### src/pkg/ecpfs_consts.svh
// constants for the parallel port fifo service block
`ifndef ECPFS_CONSTS_SVH
`define ECPFS_CONSTS_SVH
// register offsets
`define ECPFS_ADDR_CMD_FIFO  11'h000
`define ECPFS_ADDR_STATUS    11'h001
`define ECPFS_ADDR_CONTROL   11'h002
`define ECPFS_ADDR_DATA_FIFO 11'h400
`define ECPFS_ADDR_CONFIG_B  11'h401
`define ECPFS_ADDR_EXT_CTRL  11'h402
`define ECPFS_ADDR_THRESHOLD 11'h403
// extended control fields
`define ECPFS_ECR_MODE_HI    7
`define ECPFS_ECR_MODE_LO    5
`define ECPFS_ECR_ERR_EN_N   4
`define ECPFS_ECR_DMA_EN     3
`define ECPFS_ECR_MASK       2
// control register fields
`define ECPFS_CTL_DIR        5
`define ECPFS_CTL_ACK_EN     4
// mode codes
`define ECPFS_MODE_SPP       3'h0
`define ECPFS_MODE_FIFO_OUT  3'h2
`define ECPFS_MODE_ECP       3'h3
`define ECPFS_MODE_TEST      3'h6
`define ECPFS_MODE_CONFIG    3'h7
// reset values
`define ECPFS_RST_MODE       3'h0
`define ECPFS_RST_MASK       1'b1
`define ECPFS_RST_ERR_EN_N   1'b1
// fifo and timing
`define ECPFS_FIFO_DEPTH     5'h10
`define ECPFS_THR_MAX        5'h0F
`define ECPFS_DMA_BURST_MAX  6'h20
`define ECPFS_CLK_NS         5
`define ECPFS_ACK_IDLE_NS    350
`define ECPFS_ACK_IDLE_CYC   ((`ECPFS_ACK_IDLE_NS + `ECPFS_CLK_NS - 1) / `ECPFS_CLK_NS)
`define ECPFS_INTR_PULSE_CYC 4
`endif

### src/pkg/ecpfs_pkg.sv
// types shared by the parallel port fifo service block
package ecpfs_pkg;
    // one fifo entry or link byte: command flag plus data
    typedef struct packed {
        logic       cmd;
        logic [7:0] data;
    } ecpfs_beat_t;
    // run-length expander states
    typedef enum logic {
        RLE_IDLE,
        RLE_REPEAT
    } ecpfs_rle_t;
endpackage

### src/hw/ecpfs_top.sv
// fifo service, run-length expander, dma and interrupt logic of the parallel port
//
// Added by the designer: the address map and the strobed register port.
`timescale 1ns/1ps
`include "ecpfs_consts.svh"
module ecpfs_top import ecpfs_pkg::*; #(
    parameter int         PULSE_CYC = `ECPFS_INTR_PULSE_CYC,
    parameter int         IDLE_CYC  = `ECPFS_ACK_IDLE_CYC,
    parameter logic [7:0] CFG_A     = 8'h10  // arbitrary value
) (
    // clock and reset
    input  wire logic        CLK,
    input  wire logic        RESET,
    // register port
    input  wire logic [10:0] ADDR,
    input  wire logic [7:0]  WDATA,
    input  wire logic        WR,
    input  wire logic        RD,
    output logic      [7:0]  RDATA,
    // host dma pins
    input  wire logic        DMA_ACK_N,
    input  wire logic        DMA_TC,
    output logic             DMA_REQ,
    // shared interrupt pin
    output logic             INTR_O,
    output logic             INTR_OE,
    // peripheral status pins
    input  wire logic        FAULT_N,
    input  wire logic        ACK_N,
    // four control line drivers
    output logic      [3:0]  CTRL_O,
    output logic      [3:0]  CTRL_OE,
    // forward byte stream to the link engine
    output ecpfs_beat_t      TX_BEAT,
    output logic             TX_VALID,
    input  wire logic        TX_READY,
    // reverse byte stream from the link engine
    input  ecpfs_beat_t      RX_BEAT,
    input  wire logic        RX_VALID,
    output logic             RX_READY
);

    // modes in which the fifo is alive
    function automatic logic is_fifo_mode(input logic [2:0] m);
        is_fifo_mode = (m == `ECPFS_MODE_FIFO_OUT) || (m == `ECPFS_MODE_ECP) || (m == `ECPFS_MODE_TEST);
    endfunction
    // modes that move fifo bytes over the link
    function automatic logic is_link_mode(input logic [2:0] m);
        is_link_mode = (m == `ECPFS_MODE_FIFO_OUT) || (m == `ECPFS_MODE_ECP);
    endfunction
    // software state
    logic [2:0]  mode_ff;        // port mode
    logic        err_en_n_ff;    // error_intr_enable_n
    logic        dma_en_ff;      // dma_enable
    logic        mask_ff;        // service_intr_mask
    logic        dir_ff;         // 1 = reverse
    logic        ack_en_ff;      // ack_intr_enable
    logic [3:0]  ctl_ff;         // control line values
    logic [3:0]  thr_ff;         // threshold_field
    logic [7:0]  rdata_ff;       // read data, one cycle late
    // pin synchronisers: ack_n, tc, fault_n, peripheral ack_n
    logic [3:0]  sync1_ff;       // first stage, only read by second
    logic [3:0]  sync2_ff;       // safe copies
    logic [3:0]  prev_ff;        // delayed for edge detect
    logic        ack_act;        // dma acknowledge asserted
    logic        tc_rise;        // terminal count edge
    // fifo storage and pointers
    ecpfs_beat_t mem_ff [16];    // sixteen byte entries
    logic [3:0]  wptr_ff;
    logic [3:0]  rptr_ff;
    logic [4:0]  cnt_ff;         // bytes held
    logic [4:0]  free_cnt;       // bytes free
    logic        empty;
    logic        full;
    logic        fifo_en;
    logic        push;
    logic        pop;
    ecpfs_beat_t push_beat;
    // run-length expander
    ecpfs_rle_t  rle_ff;
    logic [6:0]  run_ff;         // pending run count
    logic [6:0]  left_ff;        // copies still to write
    logic [7:0]  rep_ff;         // byte being repeated
    logic        rx_take;
    logic        rle_push;
    // thresholds
    logic [4:0]  eff_thr;
    logic [4:0]  write_free_threshold;
    logic [4:0]  read_fill_threshold;
    // interrupt and dma state
    logic        svc_cond;
    logic        svc_prev_ff;
    logic        err_prev_ff;
    logic        tc_event;
    logic        fault_event;
    logic        ack_event;
    logic        any_event;
    logic [7:0]  pulse_ff;
    logic [5:0]  burst_ff;       // dma cycles in this burst
    logic        hold_ff;        // burst limit reached
    logic [15:0] idle_ff;        // cycles with ack inactive
    logic        dma_cyc;
    // register decode
    logic        rev_ecp;
    logic        wr_ecr;
    logic        host_wr_fifo;
    logic        host_rd_fifo;
    // synchroniser chain, all pins are asynchronous to CLK
    always_ff @(posedge CLK or posedge RESET) begin
        if (RESET) begin
            sync1_ff <= 4'hD;
            sync2_ff <= 4'hD;
            prev_ff  <= 4'hD;
        end else begin
            sync1_ff <= {ACK_N, FAULT_N, DMA_TC, DMA_ACK_N};
            sync2_ff <= sync1_ff;
            prev_ff  <= sync2_ff;
        end
    end

    // reset values match each pin's idle level, so no false edge after reset
    assign ack_act = ~sync2_ff[0];
    assign tc_rise = sync2_ff[1] & ~prev_ff[1];

    // threshold field plus one, sixteen treated as fifteen
    assign eff_thr = (thr_ff == 4'hF) ? `ECPFS_THR_MAX : ({1'b0, thr_ff} + 5'h01);
    assign write_free_threshold = `ECPFS_FIFO_DEPTH - eff_thr;
    assign read_fill_threshold  = `ECPFS_FIFO_DEPTH - eff_thr;

    // fifo only alive in fifo-output, extended and test modes
    assign fifo_en  = is_fifo_mode(mode_ff);
    assign empty    = (cnt_ff == 5'h00);
    assign full     = (cnt_ff == `ECPFS_FIFO_DEPTH);
    assign free_cnt = `ECPFS_FIFO_DEPTH - cnt_ff;
    assign rev_ecp  = (mode_ff == `ECPFS_MODE_ECP) & dir_ff;

    // dma cycles pick the fifo by acknowledge alone
    assign dma_cyc = ack_act & (WR | RD);

    // host writes: data at 400h, command at 000h
    assign host_wr_fifo = WR & (ack_act | (ADDR == `ECPFS_ADDR_DATA_FIFO)) & fifo_en
                        & ((mode_ff == `ECPFS_MODE_TEST) | ~dir_ff);
    assign host_rd_fifo = RD & (ack_act | (ADDR == `ECPFS_ADDR_DATA_FIFO))
                        & ((mode_ff == `ECPFS_MODE_TEST) | rev_ecp);

    // push source: expander in reverse extended mode, host otherwise
    always_comb begin
        push_beat = '0;
        push      = 1'b0;
        if (rev_ecp) begin
            push_beat.data = rle_push ? rep_ff : RX_BEAT.data;
            push           = rle_push | (rx_take & ~RX_BEAT.cmd);
        end else if (host_wr_fifo) begin
            push_beat.data = WDATA;
            push           = ~full;
        end else if (WR & ~ack_act & (ADDR == `ECPFS_ADDR_CMD_FIFO)
                     & (mode_ff == `ECPFS_MODE_ECP) & ~dir_ff) begin
            // command bytes queue beside data for the link
            push_beat.cmd  = 1'b1;
            push_beat.data = WDATA;
            push           = ~full;
        end
    end

    // link drains the fifo in modes 010 and 011 forward
    assign TX_VALID = is_link_mode(mode_ff) & ~dir_ff & ~empty;
    assign TX_BEAT  = mem_ff[rptr_ff];
    assign pop      = (TX_VALID & TX_READY) | (host_rd_fifo & ~empty);

    // fifo pointers and count, cleared whenever the fifo is disabled
    always_ff @(posedge CLK or posedge RESET) begin
        if (RESET) begin
            wptr_ff <= 4'h0;
            rptr_ff <= 4'h0;
            cnt_ff  <= 5'h00;
        end else if (!fifo_en) begin
            wptr_ff <= 4'h0;
            rptr_ff <= 4'h0;
            cnt_ff  <= 5'h00;
        end else begin
            if (push) begin
                wptr_ff <= wptr_ff + 4'h1;
            end
            if (pop) begin
                rptr_ff <= rptr_ff + 4'h1;
            end
            if (push && !pop) begin
                cnt_ff <= cnt_ff + 5'h01;
            end else if (pop && !push) begin
                cnt_ff <= cnt_ff - 5'h01;
            end
        end
    end

    // storage array needs no reset, contents gated by count
    always_ff @(posedge CLK) begin
        if (push) begin
            mem_ff[wptr_ff] <= push_beat;
        end
    end

    // expander accepts bytes only when idle with room
    assign RX_READY = rev_ecp & (rle_ff == RLE_IDLE) & ~full;
    assign rx_take  = RX_READY & RX_VALID;
    assign rle_push = (rle_ff == RLE_REPEAT) & ~full;

    // run count n writes the next byte n+1 times
    always_ff @(posedge CLK or posedge RESET) begin
        if (RESET) begin
            rle_ff  <= RLE_IDLE;
            run_ff  <= 7'h00;
            left_ff <= 7'h00;
            rep_ff  <= 8'h00;
        end else if (!rev_ecp) begin
            rle_ff  <= RLE_IDLE;
            run_ff  <= 7'h00;
        end else begin
            unique case (rle_ff)
                RLE_IDLE: begin
                    if (rx_take && RX_BEAT.cmd) begin
                        // bit 7 set is a channel address, dropped here
                        if (!RX_BEAT.data[7]) begin
                            run_ff <= RX_BEAT.data[6:0];
                        end
                    end else if (rx_take) begin
                        // first copy goes in with the byte itself
                        rep_ff  <= RX_BEAT.data;
                        left_ff <= run_ff;
                        run_ff  <= 7'h00;
                        if (run_ff != 7'h00) begin
                            rle_ff <= RLE_REPEAT;
                        end
                    end
                end
                RLE_REPEAT: begin
                    // stalls while full, link held off by RX_READY
                    if (rle_push) begin
                        left_ff <= left_ff - 7'h01;
                        if (left_ff == 7'h01) begin
                            rle_ff <= RLE_IDLE;
                        end
                    end
                end
            endcase
        end
    end

    // extended control register write
    assign wr_ecr = WR & ~ack_act & (ADDR == `ECPFS_ADDR_EXT_CTRL);

    // mode and enables
    always_ff @(posedge CLK or posedge RESET) begin
        if (RESET) begin
            mode_ff     <= `ECPFS_RST_MODE;
            err_en_n_ff <= `ECPFS_RST_ERR_EN_N;
            dma_en_ff   <= 1'b0;
        end else if (wr_ecr) begin
            mode_ff     <= WDATA[`ECPFS_ECR_MODE_HI:`ECPFS_ECR_MODE_LO];
            err_en_n_ff <= WDATA[`ECPFS_ECR_ERR_EN_N];
            dma_en_ff   <= WDATA[`ECPFS_ECR_DMA_EN];
        end
    end

    // terminal count sets the mask, winning over a clear
    always_ff @(posedge CLK or posedge RESET) begin
        if (RESET) begin
            mask_ff <= `ECPFS_RST_MASK;
        end else if (tc_event) begin
            mask_ff <= 1'b1;
        end else if (wr_ecr) begin
            mask_ff <= WDATA[`ECPFS_ECR_MASK];
        end
    end

    // control register and threshold
    always_ff @(posedge CLK or posedge RESET) begin
        if (RESET) begin
            dir_ff    <= 1'b0;
            ack_en_ff <= 1'b0;
            ctl_ff    <= 4'h0;
            thr_ff    <= 4'h0;
        end else if (WR && !ack_act) begin
            if (ADDR == `ECPFS_ADDR_CONTROL) begin
                dir_ff    <= WDATA[`ECPFS_CTL_DIR];
                ack_en_ff <= WDATA[`ECPFS_CTL_ACK_EN];
                ctl_ff    <= WDATA[3:0];
            end
            if (ADDR == `ECPFS_ADDR_THRESHOLD) begin
                thr_ff <= WDATA[3:0];
            end
        end
    end

    // open-collector in mode 000: drive only the low level
    genvar gi;
    generate
        for (gi = 0; gi < 4; gi++) begin : g_drv
            assign CTRL_O[gi]  = ctl_ff[gi];
            assign CTRL_OE[gi] = (mode_ff == `ECPFS_MODE_SPP) ? ~ctl_ff[gi] : 1'b1;
        end
    endgenerate

    // level condition for programmed i/o service
    assign svc_cond = ~mask_ff & ~dma_en_ff & fifo_en
                    & (dir_ff ? (cnt_ff >= read_fill_threshold) : (free_cnt >= write_free_threshold));

    // terminal count with acknowledge during enabled dma
    assign tc_event    = tc_rise & ack_act & dma_en_ff & ~mask_ff;
    // fault falling, or error_intr_enable_n cleared with fault low
    assign fault_event = ~err_en_n_ff & ((prev_ff[2] & ~sync2_ff[2]) | (err_prev_ff & ~sync2_ff[2]));
    assign ack_event   = ack_en_ff & ~prev_ff[3] & sync2_ff[3];
    // rising of the qualified condition covers mask release
    assign any_event   = (svc_cond & ~svc_prev_ff) | tc_event | fault_event | ack_event;

    // edge history for level conditions
    always_ff @(posedge CLK or posedge RESET) begin
        if (RESET) begin
            svc_prev_ff <= 1'b0;
            err_prev_ff <= 1'b1;
        end else begin
            svc_prev_ff <= svc_cond;
            err_prev_ff <= err_en_n_ff;
        end
    end

    // low pulse lasting PULSE_CYC cycles after the latest event, then pin released for sharing
    always_ff @(posedge CLK or posedge RESET) begin
        if (RESET) begin
            pulse_ff <= 8'h00;
        end else if (any_event) begin
            pulse_ff <= 8'(PULSE_CYC);
        end else if (pulse_ff != 8'h00) begin
            pulse_ff <= pulse_ff - 8'h01;
        end
    end

    assign INTR_O  = 1'b0;
    assign INTR_OE = (pulse_ff != 8'h00);

    // burst counter and idle timer on the acknowledge
    always_ff @(posedge CLK or posedge RESET) begin
        if (RESET) begin
            burst_ff <= 6'h00;
            hold_ff  <= 1'b0;
            idle_ff  <= 16'h0000;
        end else begin
            if (ack_act) begin
                idle_ff <= 16'h0000;
            end else if (idle_ff != 16'(IDLE_CYC)) begin
                idle_ff <= idle_ff + 16'h0001;
            end
            if (!ack_act && idle_ff == 16'(IDLE_CYC)) begin
                // long enough idle restarts the burst
                burst_ff <= 6'h00;
                hold_ff  <= 1'b0;
            end else if (dma_cyc) begin
                burst_ff <= burst_ff + 6'h01;
                if (burst_ff + 6'h01 == `ECPFS_DMA_BURST_MAX) begin
                    hold_ff <= 1'b1;
                end
            end
        end
    end

    // request while serviceable, dropped at once on tc
    assign DMA_REQ = ~mask_ff & dma_en_ff & fifo_en & ~hold_ff & ~tc_event
                   & (dir_ff ? ~empty : ~full);

    // read data mux, registered so data stands the next cycle only
    always_ff @(posedge CLK or posedge RESET) begin
        if (RESET) begin
            rdata_ff <= 8'h00;
        end else if (RD) begin
            if (ack_act || ADDR == `ECPFS_ADDR_DATA_FIFO) begin
                if (!ack_act && mode_ff == `ECPFS_MODE_CONFIG) begin
                    rdata_ff <= CFG_A;
                end else begin
                    rdata_ff <= host_rd_fifo && !empty ? TX_BEAT.data : 8'h00;
                end
            end else begin
                unique case (ADDR)
                    `ECPFS_ADDR_STATUS:    rdata_ff <= {sync2_ff[3], sync2_ff[2], 1'b0, cnt_ff};
                    `ECPFS_ADDR_CONTROL:   rdata_ff <= {2'b00, dir_ff, ack_en_ff, ctl_ff};
                    `ECPFS_ADDR_EXT_CTRL:  rdata_ff <= {mode_ff, err_en_n_ff, dma_en_ff, mask_ff, full, empty};
                    `ECPFS_ADDR_THRESHOLD: rdata_ff <= {4'h0, thr_ff};
                    default:               rdata_ff <= 8'h00;
                endcase
            end
        end else begin
            rdata_ff <= 8'h00;
        end
    end

    assign RDATA = rdata_ff;

endmodule

### config.mk
export PLATFORM = sky130hd
export DESIGN_NAME = ecpfs_top
export DESIGN_NICKNAME = d
export VERILOG_FILES = /design/src/pkg/ecpfs_pkg.sv /design/src/hw/ecpfs_top.sv
export VERILOG_INCLUDE_DIRS = /design/src /design/src/pkg
export SDC_FILE = /design/constraint.sdc
export NUM_CORES = 1
export LEC_CHECK = 0
export BUFFER_PORTS_ARGS = -buffer_cell sky130_fd_sc_hd__buf_2
export CAP_MARGIN = 30
export CORE_MARGIN = 1.5
export CORE_UTILIZATION = 45
export CTS_BUF_LIST = sky130_fd_sc_hd__clkbuf_16
export DETAILED_ROUTE_END_ITERATION = 12
export GPL_TIMING_DRIVEN = 0
export HOLD_SLACK_MARGIN = 0.05
export PLACE_DENSITY_LB_ADDON = 0.15
export SYNTH_ARGS = -nofsm -noshare
export SYNTH_HDL_FRONTEND = slang
export SYNTH_SLANG_ARGS = --single-unit
### constraint.sdc
create_clock -name CLK -period 9.29 [get_ports CLK]
set_clock_uncertainty 0.05 [all_clocks]
set_input_delay 0.929 -clock CLK [delete_from_list [all_inputs] [get_ports CLK]]
set_output_delay 0.929 -clock CLK [all_outputs]
set_load 0.1 [all_outputs]
==> Word-level counts from Yosys, hierarchy flattened <==
Memories as Yosys holds them, arrays and structs flattened.
Cells that the tools add are included.
{ "word_totals": {"register_bits": 105, "latch_bits": 0, "ramBits": 144, "rom_bits": 0, "in_bits": 38, "out_inout_bits": 30, "elab_cells": 218, "memories": 1} }
{ "memory_table": {"columns": ["name", "depth", "width", "rd", "rd_clocked_by_memory_dff", "wr", "line", "text"], "rows": [
  ["mem_ff", 16, 9, 1, 0, 1, "ecpfs_top.sv:68", "ecpfs_beat_t mem_ff [16];"]
]} }
{ "classes": {"n_addsub": 11, "mul": 0, "div_mod_pow": 0, "n_lt_le_gt_ge": 2, "eq_ne": 25, "shifts": 0, "mux": 57, "n_bitwise": 69, "n_reduce_logical": 28} }
{ "op_table": {"columns": ["cell", "n"], "rows": [
  ["$mux 8", 9],
  ["$mux 7", 8],
  ["$and 1x1->1", 39],
  ["$eq 11x11->1 const B", 3],
  ["$mux 16", 2],
  ["$pmux 8 s4", 1],
  ["$mux 1", 24],
  ["$mux 5", 4],
  ["$not 1->1", 20],
  ["$add 16x1->16 const B", 1],
  ["$eq 16x7->1 const B", 1],
  ["$mux 4", 4],
  ["$ne 16x7->1 const B", 1],
  ["$pmux 7 s2", 1],
  ["$mux 6", 2],
  ["$eq 11x1->1 const B", 1],
  ["$eq 11x2->1 const B", 1],
  ["$logic_not 11->1", 1],
  ["$ge 5x5->1", 2],
  ["$or 1x1->1", 10],
  ["$sub 5x5->5 const A", 2],
  ["$mux 9", 1],
  ["$add 4x1->4 const B", 2],
  ["$ne 2x1->1 const B", 4],
  ["other kinds (28)", 48]
]} }

==> Longest topological paths before layout <==
{ "depth": {"ltp_word": 13, "mapped_depth": 15, "depth_no_buf": 14} }

==> Least setup slack after synthesis <==
Ideal clock, no wire load.
{ "synth_timing": {"kind": "reg2reg", "start": "register cnt_ff[0]", "end": "register cnt_ff[4]", "setup_time_ns": 0.079, "t_arrival_ns": 6.041, "required_time_ns": 9.161, "setup_slack_ns": 3.120, "stages_incl_launch_ff": 15, "n_path_buf": 0, "synth_period_minus_slack_ns": 6.170, "path_cell_list": "dfrtp_1 -> inv_1 -> ha_1 -> nor3b_1 -> ha_1 -> nor4b_1 -> nand2_1 -> o21ai_2 -> nand2b_1 -> ha_1 -> a21o_1 -> a21oi_1 -> nor2_1 -> mux2i_1 -> mux2i_1"} }
{ "synth_between": {"elab_cells_between_ends": 26, "classes_between": "add/sub: 2; eq/ne: 2; mux: 6; bitwise: 11; reduce/logical: 5"} }
{ "synth_rtl": {"columns": ["item", "line", "text"], "rows": [
  ["start: declaration", "ecpfs_top.sv:71", "logic [4:0] cnt_ff;"],
  ["start signal: assignment", "ecpfs_top.sv:188", "cnt_ff <= cnt_ff + 5'h01;"],
  ["start signal: assignment", "ecpfs_top.sv:190", "cnt_ff <= cnt_ff - 5'h01;"],
  ["$logic_not 5->1 (*)", "ecpfs_top.sv:132", "assign empty = (cnt_ff == 5'h00);"],
  ["$not 1->1 (*)", "ecpfs_top.sv:166", "assign TX_VALID = is_link_mode(mode_ff) & ~dir_ff & ~empty;"],
  ["$and 1x1->1 (*)", "ecpfs_top.sv:166", null],
  ["via TX_VALID", "ecpfs_top.sv:35", "output logic TX_VALID,"],
  ["$and 1x1->1 (*)", "ecpfs_top.sv:168", "assign pop = (TX_VALID & TX_READY) | (host_rd_fifo & ~empty);"],
  ["$or 1x1->1 (*)", "ecpfs_top.sv:168", null],
  ["$logic_not 1->1", "ecpfs_top.sv:187", "if (push && !pop) begin"],
  ["$logic_and 1x1->1", "ecpfs_top.sv:187", null],
  ["$mux 5", "ecpfs_top.sv:187", null],
  ["$mux 5", "ecpfs_top.sv:176", "end else if (!fifo_en) begin"]
]} }
Mark *: on every way through the listed nets, which the timed path passes. The rest lies on a longest branch. The select of a mux whose other input is x is not followed.
A chain may end at the register's enable or synchronous reset.

==> flow_summary_export.csv <==
group,metric,value,unit
logic_synthesis,synthCells,837,
setup_path,crit_path_start,"rptr_ff[1]",
worst_hold_path,hold_end,"sync2_ff[2]",
global_route,grt_use_total,0.206,
clock_network,cts_tree,"done",
logic_synthesis,yosys.area.top_type,"edfxtp_1",
status,outcome,"completed",
die,fp-row-count,58,
clock_network,cts-root-buf,"clkbuf_16",
setup_path,path_class,"reg -> out",
final_layout,nets,1007,
final_layout,diodes,0,
logic_synthesis,syn_area,11500,sq um
detailed_routing,routed_wl,26300,um
detailed_routing,drt_iter0_markers,652,
setup_path,max_stage_delay,0.59,ns
sta,slew_headroom,0.356,
detailed_routing,drc,0,
setup_path,ff2ff_path_depth,14,
die,initial_core_util,0.456,
clock_network,clkTransAtPathRegs,0.06,ns
global_route,antenna_found_initial,0,
setup_path,worstPathRequired,8.31,ns
sta,period_minus_slack,4.12,ns
sta,slew_violations,0,
detailed_routing,dr.pass1.iters,6,
logic_synthesis,ys_seq_area_frac,0.606,
setup_path,arrival,3.14,ns
clock_network,cts_sinks,248,
place,io_buffer_count,66,
logic_synthesis,synth_top_cell_area_share,0.378,
clock_network,cts_hold_buf,0,
die,core_area,25100,sq um
setup_path,crit_slowest_cell,"buf_1",
clock_network,insertion_delay,0.56,ns
worst_hold_path,hold_start,"sync1_ff[2]",
sta,max_freq,243,MHz
die,die_h,163,um
setup_path,cp-end-kind,"primary output",
logic_synthesis,synth_ff_type,"edfxtp_1",
logic_synthesis,synth-seq-cells,248,
logic_synthesis,synth_most_common_cell,"edfxtp_1",
place,hpwl,18100,um
setup_path,cp_max_fo,10,
setup_path,reg2reg_slack,5.31,ns
place,gp_congestion,0.812,
setup_path,crit_path_cell_trace,"buf_2 > buf_1 > mux4_2 > mux4_2 > buf_2",
sta,setup_viol,0,
logic_synthesis,synthArstFlopShare,0.419,
setup_path,r2r_end,"cnt_ff[4]",
final_layout,num-fill-cells,2184,
detailed_routing,drtAntennaViolNets,0,
sta,hold_slack,0.307,ns
final_layout,fin_util,0.526,
worst_hold_path,whs_path_depth,0,
logic_synthesis,synth-edff-count,144,
die,io_pins,68,
global_route,gr-total-overflow,0,
sta,fin_tns_setup,0,ns
global_route,grt_pass1_vias,7000,
sta,post-route-period-util,0.444,
detailed_routing,wl_per_cell,20.3,um
setup_path,cp-start-kind,"flop",
setup_path,r2r-start,"cnt_ff[0]",
final_layout,area_growth,15.3,%
clock_network,cts_buffers,28,
logic_synthesis,ys_top_cells_by_count,"edfxtp_1 (144), dfrtp_1 (93), nand2_1 (91), nor2_1 (57), mux4_2 (45)",
worst_hold_path,min_path_type,"reg -> reg",
final_layout,drive_gt1_frac,0.229,
die,dieArea,26400,sq um
power_and_ir_drop,power,2410,uW
global_route,grt_max_degree,54,
sta,tightest_slew,0.963,ns
clock_network,ctsLongestPathBuffers,3,
logic_synthesis,syn-num-nets,900,
sta,grt_setup_unrepaired,"no",
detailed_routing,viasPerCell,5.58,
clock_network,cts_setup_buffers,0,
global_route,grt_pass1_wl,41200,um
job,maxCapViolCount,0,
logic_synthesis,synthTopCellsByArea,"edfxtp_1 (38%), dfrtp_1 (20%), mux4_2 (8.9%)",
logic_synthesis,synth_area_per_cell,13.7,sq um
sta,hold_viol_final,0,
clock_network,htree_levels,1,
logic_synthesis,synth-warning-count,0,
power_and_ir_drop,irDropWorstVdd,154,uV
detailed_routing,vias,7221,
clock_network,post_cts_resize_count,0,
power_and_ir_drop,power_density,183,nW/um^2
die,die_w,163,um
power_and_ir_drop,leakage,0.00517,uW
logic_synthesis,ys_types,78,
## flip-flops by register name, summed over array words and instances, names as in the netlist, 5 cells and up
register,count
mem_ff,144
cnt_ff,5
rep_ff,8
idle_ff,16
pulse_ff,8
RDATA,8
burst_ff,6
left_ff,7
run_ff,7
## through the flow
stage	setup WS, ns	cells	instance area, sq um
global route	5.09	1295	13200
global placement	4.14	1233	12200
detailed placement	5.37	1243	12300
floorplan	3.12	837	11500
finish	5.17	1295	13200
CTS	5.15	1294	13200
## final cells by class
class,count,area [sq um],share of cell area
well taps,330,413,0.0313
flip-flops and latches,248,6940,0.526
plain buffers,33,179,0.0136
multi-input cells,530,4230,0.321
repair buffers,77,434,0.0329
clock inverters,23,196,0.0149
inverters,26,100,0.00758
clock buffers,28,701,0.0531
## report_power, final
group / internal [uW] / switching [uW] / total, uW
logic: 50.3 / 83.8 / 134
registers: 1180 / 23.5 / 1210
clock network: 629 / 439 / 1070
## critical path: cells and delay by family (launching register included)
family / cells / cell delay, ns
buf+inv: 3 / 1.22
mux: 2 / 0.98
flops: 1 / 0.39
## cells by family after synthesis
group | synth area share
and+or+nand+nor | 0.127
adders and majority gates | 0.0298
other | 0.000327
buffers and inverters | 0.0241
DFF | 0.606
AOI/OAI and AO/OA | 0.0673
xor gates and xnor gates | 0.0198
muxes | 0.126
## placed cells by master (no fill, tap or decap), types with 24 or more instances in the layout
| cell | instances |
|---|---|
| buf_2 | 75 |
| clkbuf_16 | 28 |
| dfrtp_1 | 93 |
| edfxtp_1 | 144 |
| ha_1 | 24 |
| inv_1 | 31 |
| mux4_2 | 45 |
| nand2_1 | 91 |
| nand3_1 | 27 |
| nor2_1 | 57 |
## metal layers
layer / global-route usage / wire, um / vias up
li1: - / - / 3350
met1: 0.296 / 12000 / 3664
met2: 0.333 / 12500 / 163
met3: 0.0288 / 1220 / 44
met4: 0.0517 / 573 / 0
met5: 0 / 0 / -
## how the worst max path moves through the flow
stage / endpoint / slack (ns) / depth (start not counted)
final: TX_BEAT[1] / 5.17 / 5
after global routing: TX_BEAT[4] / 5.09 / 5
after CTS: TX_BEAT[1] / 5.15 / 5
after detailed placement: cnt_ff[4] / 5.37 / 14
after global placement: rep_ff[4] / 4.14 / 2
after floorplan: cnt_ff[4] / 3.12 / 14
Power figures use the tool's default switching activity.
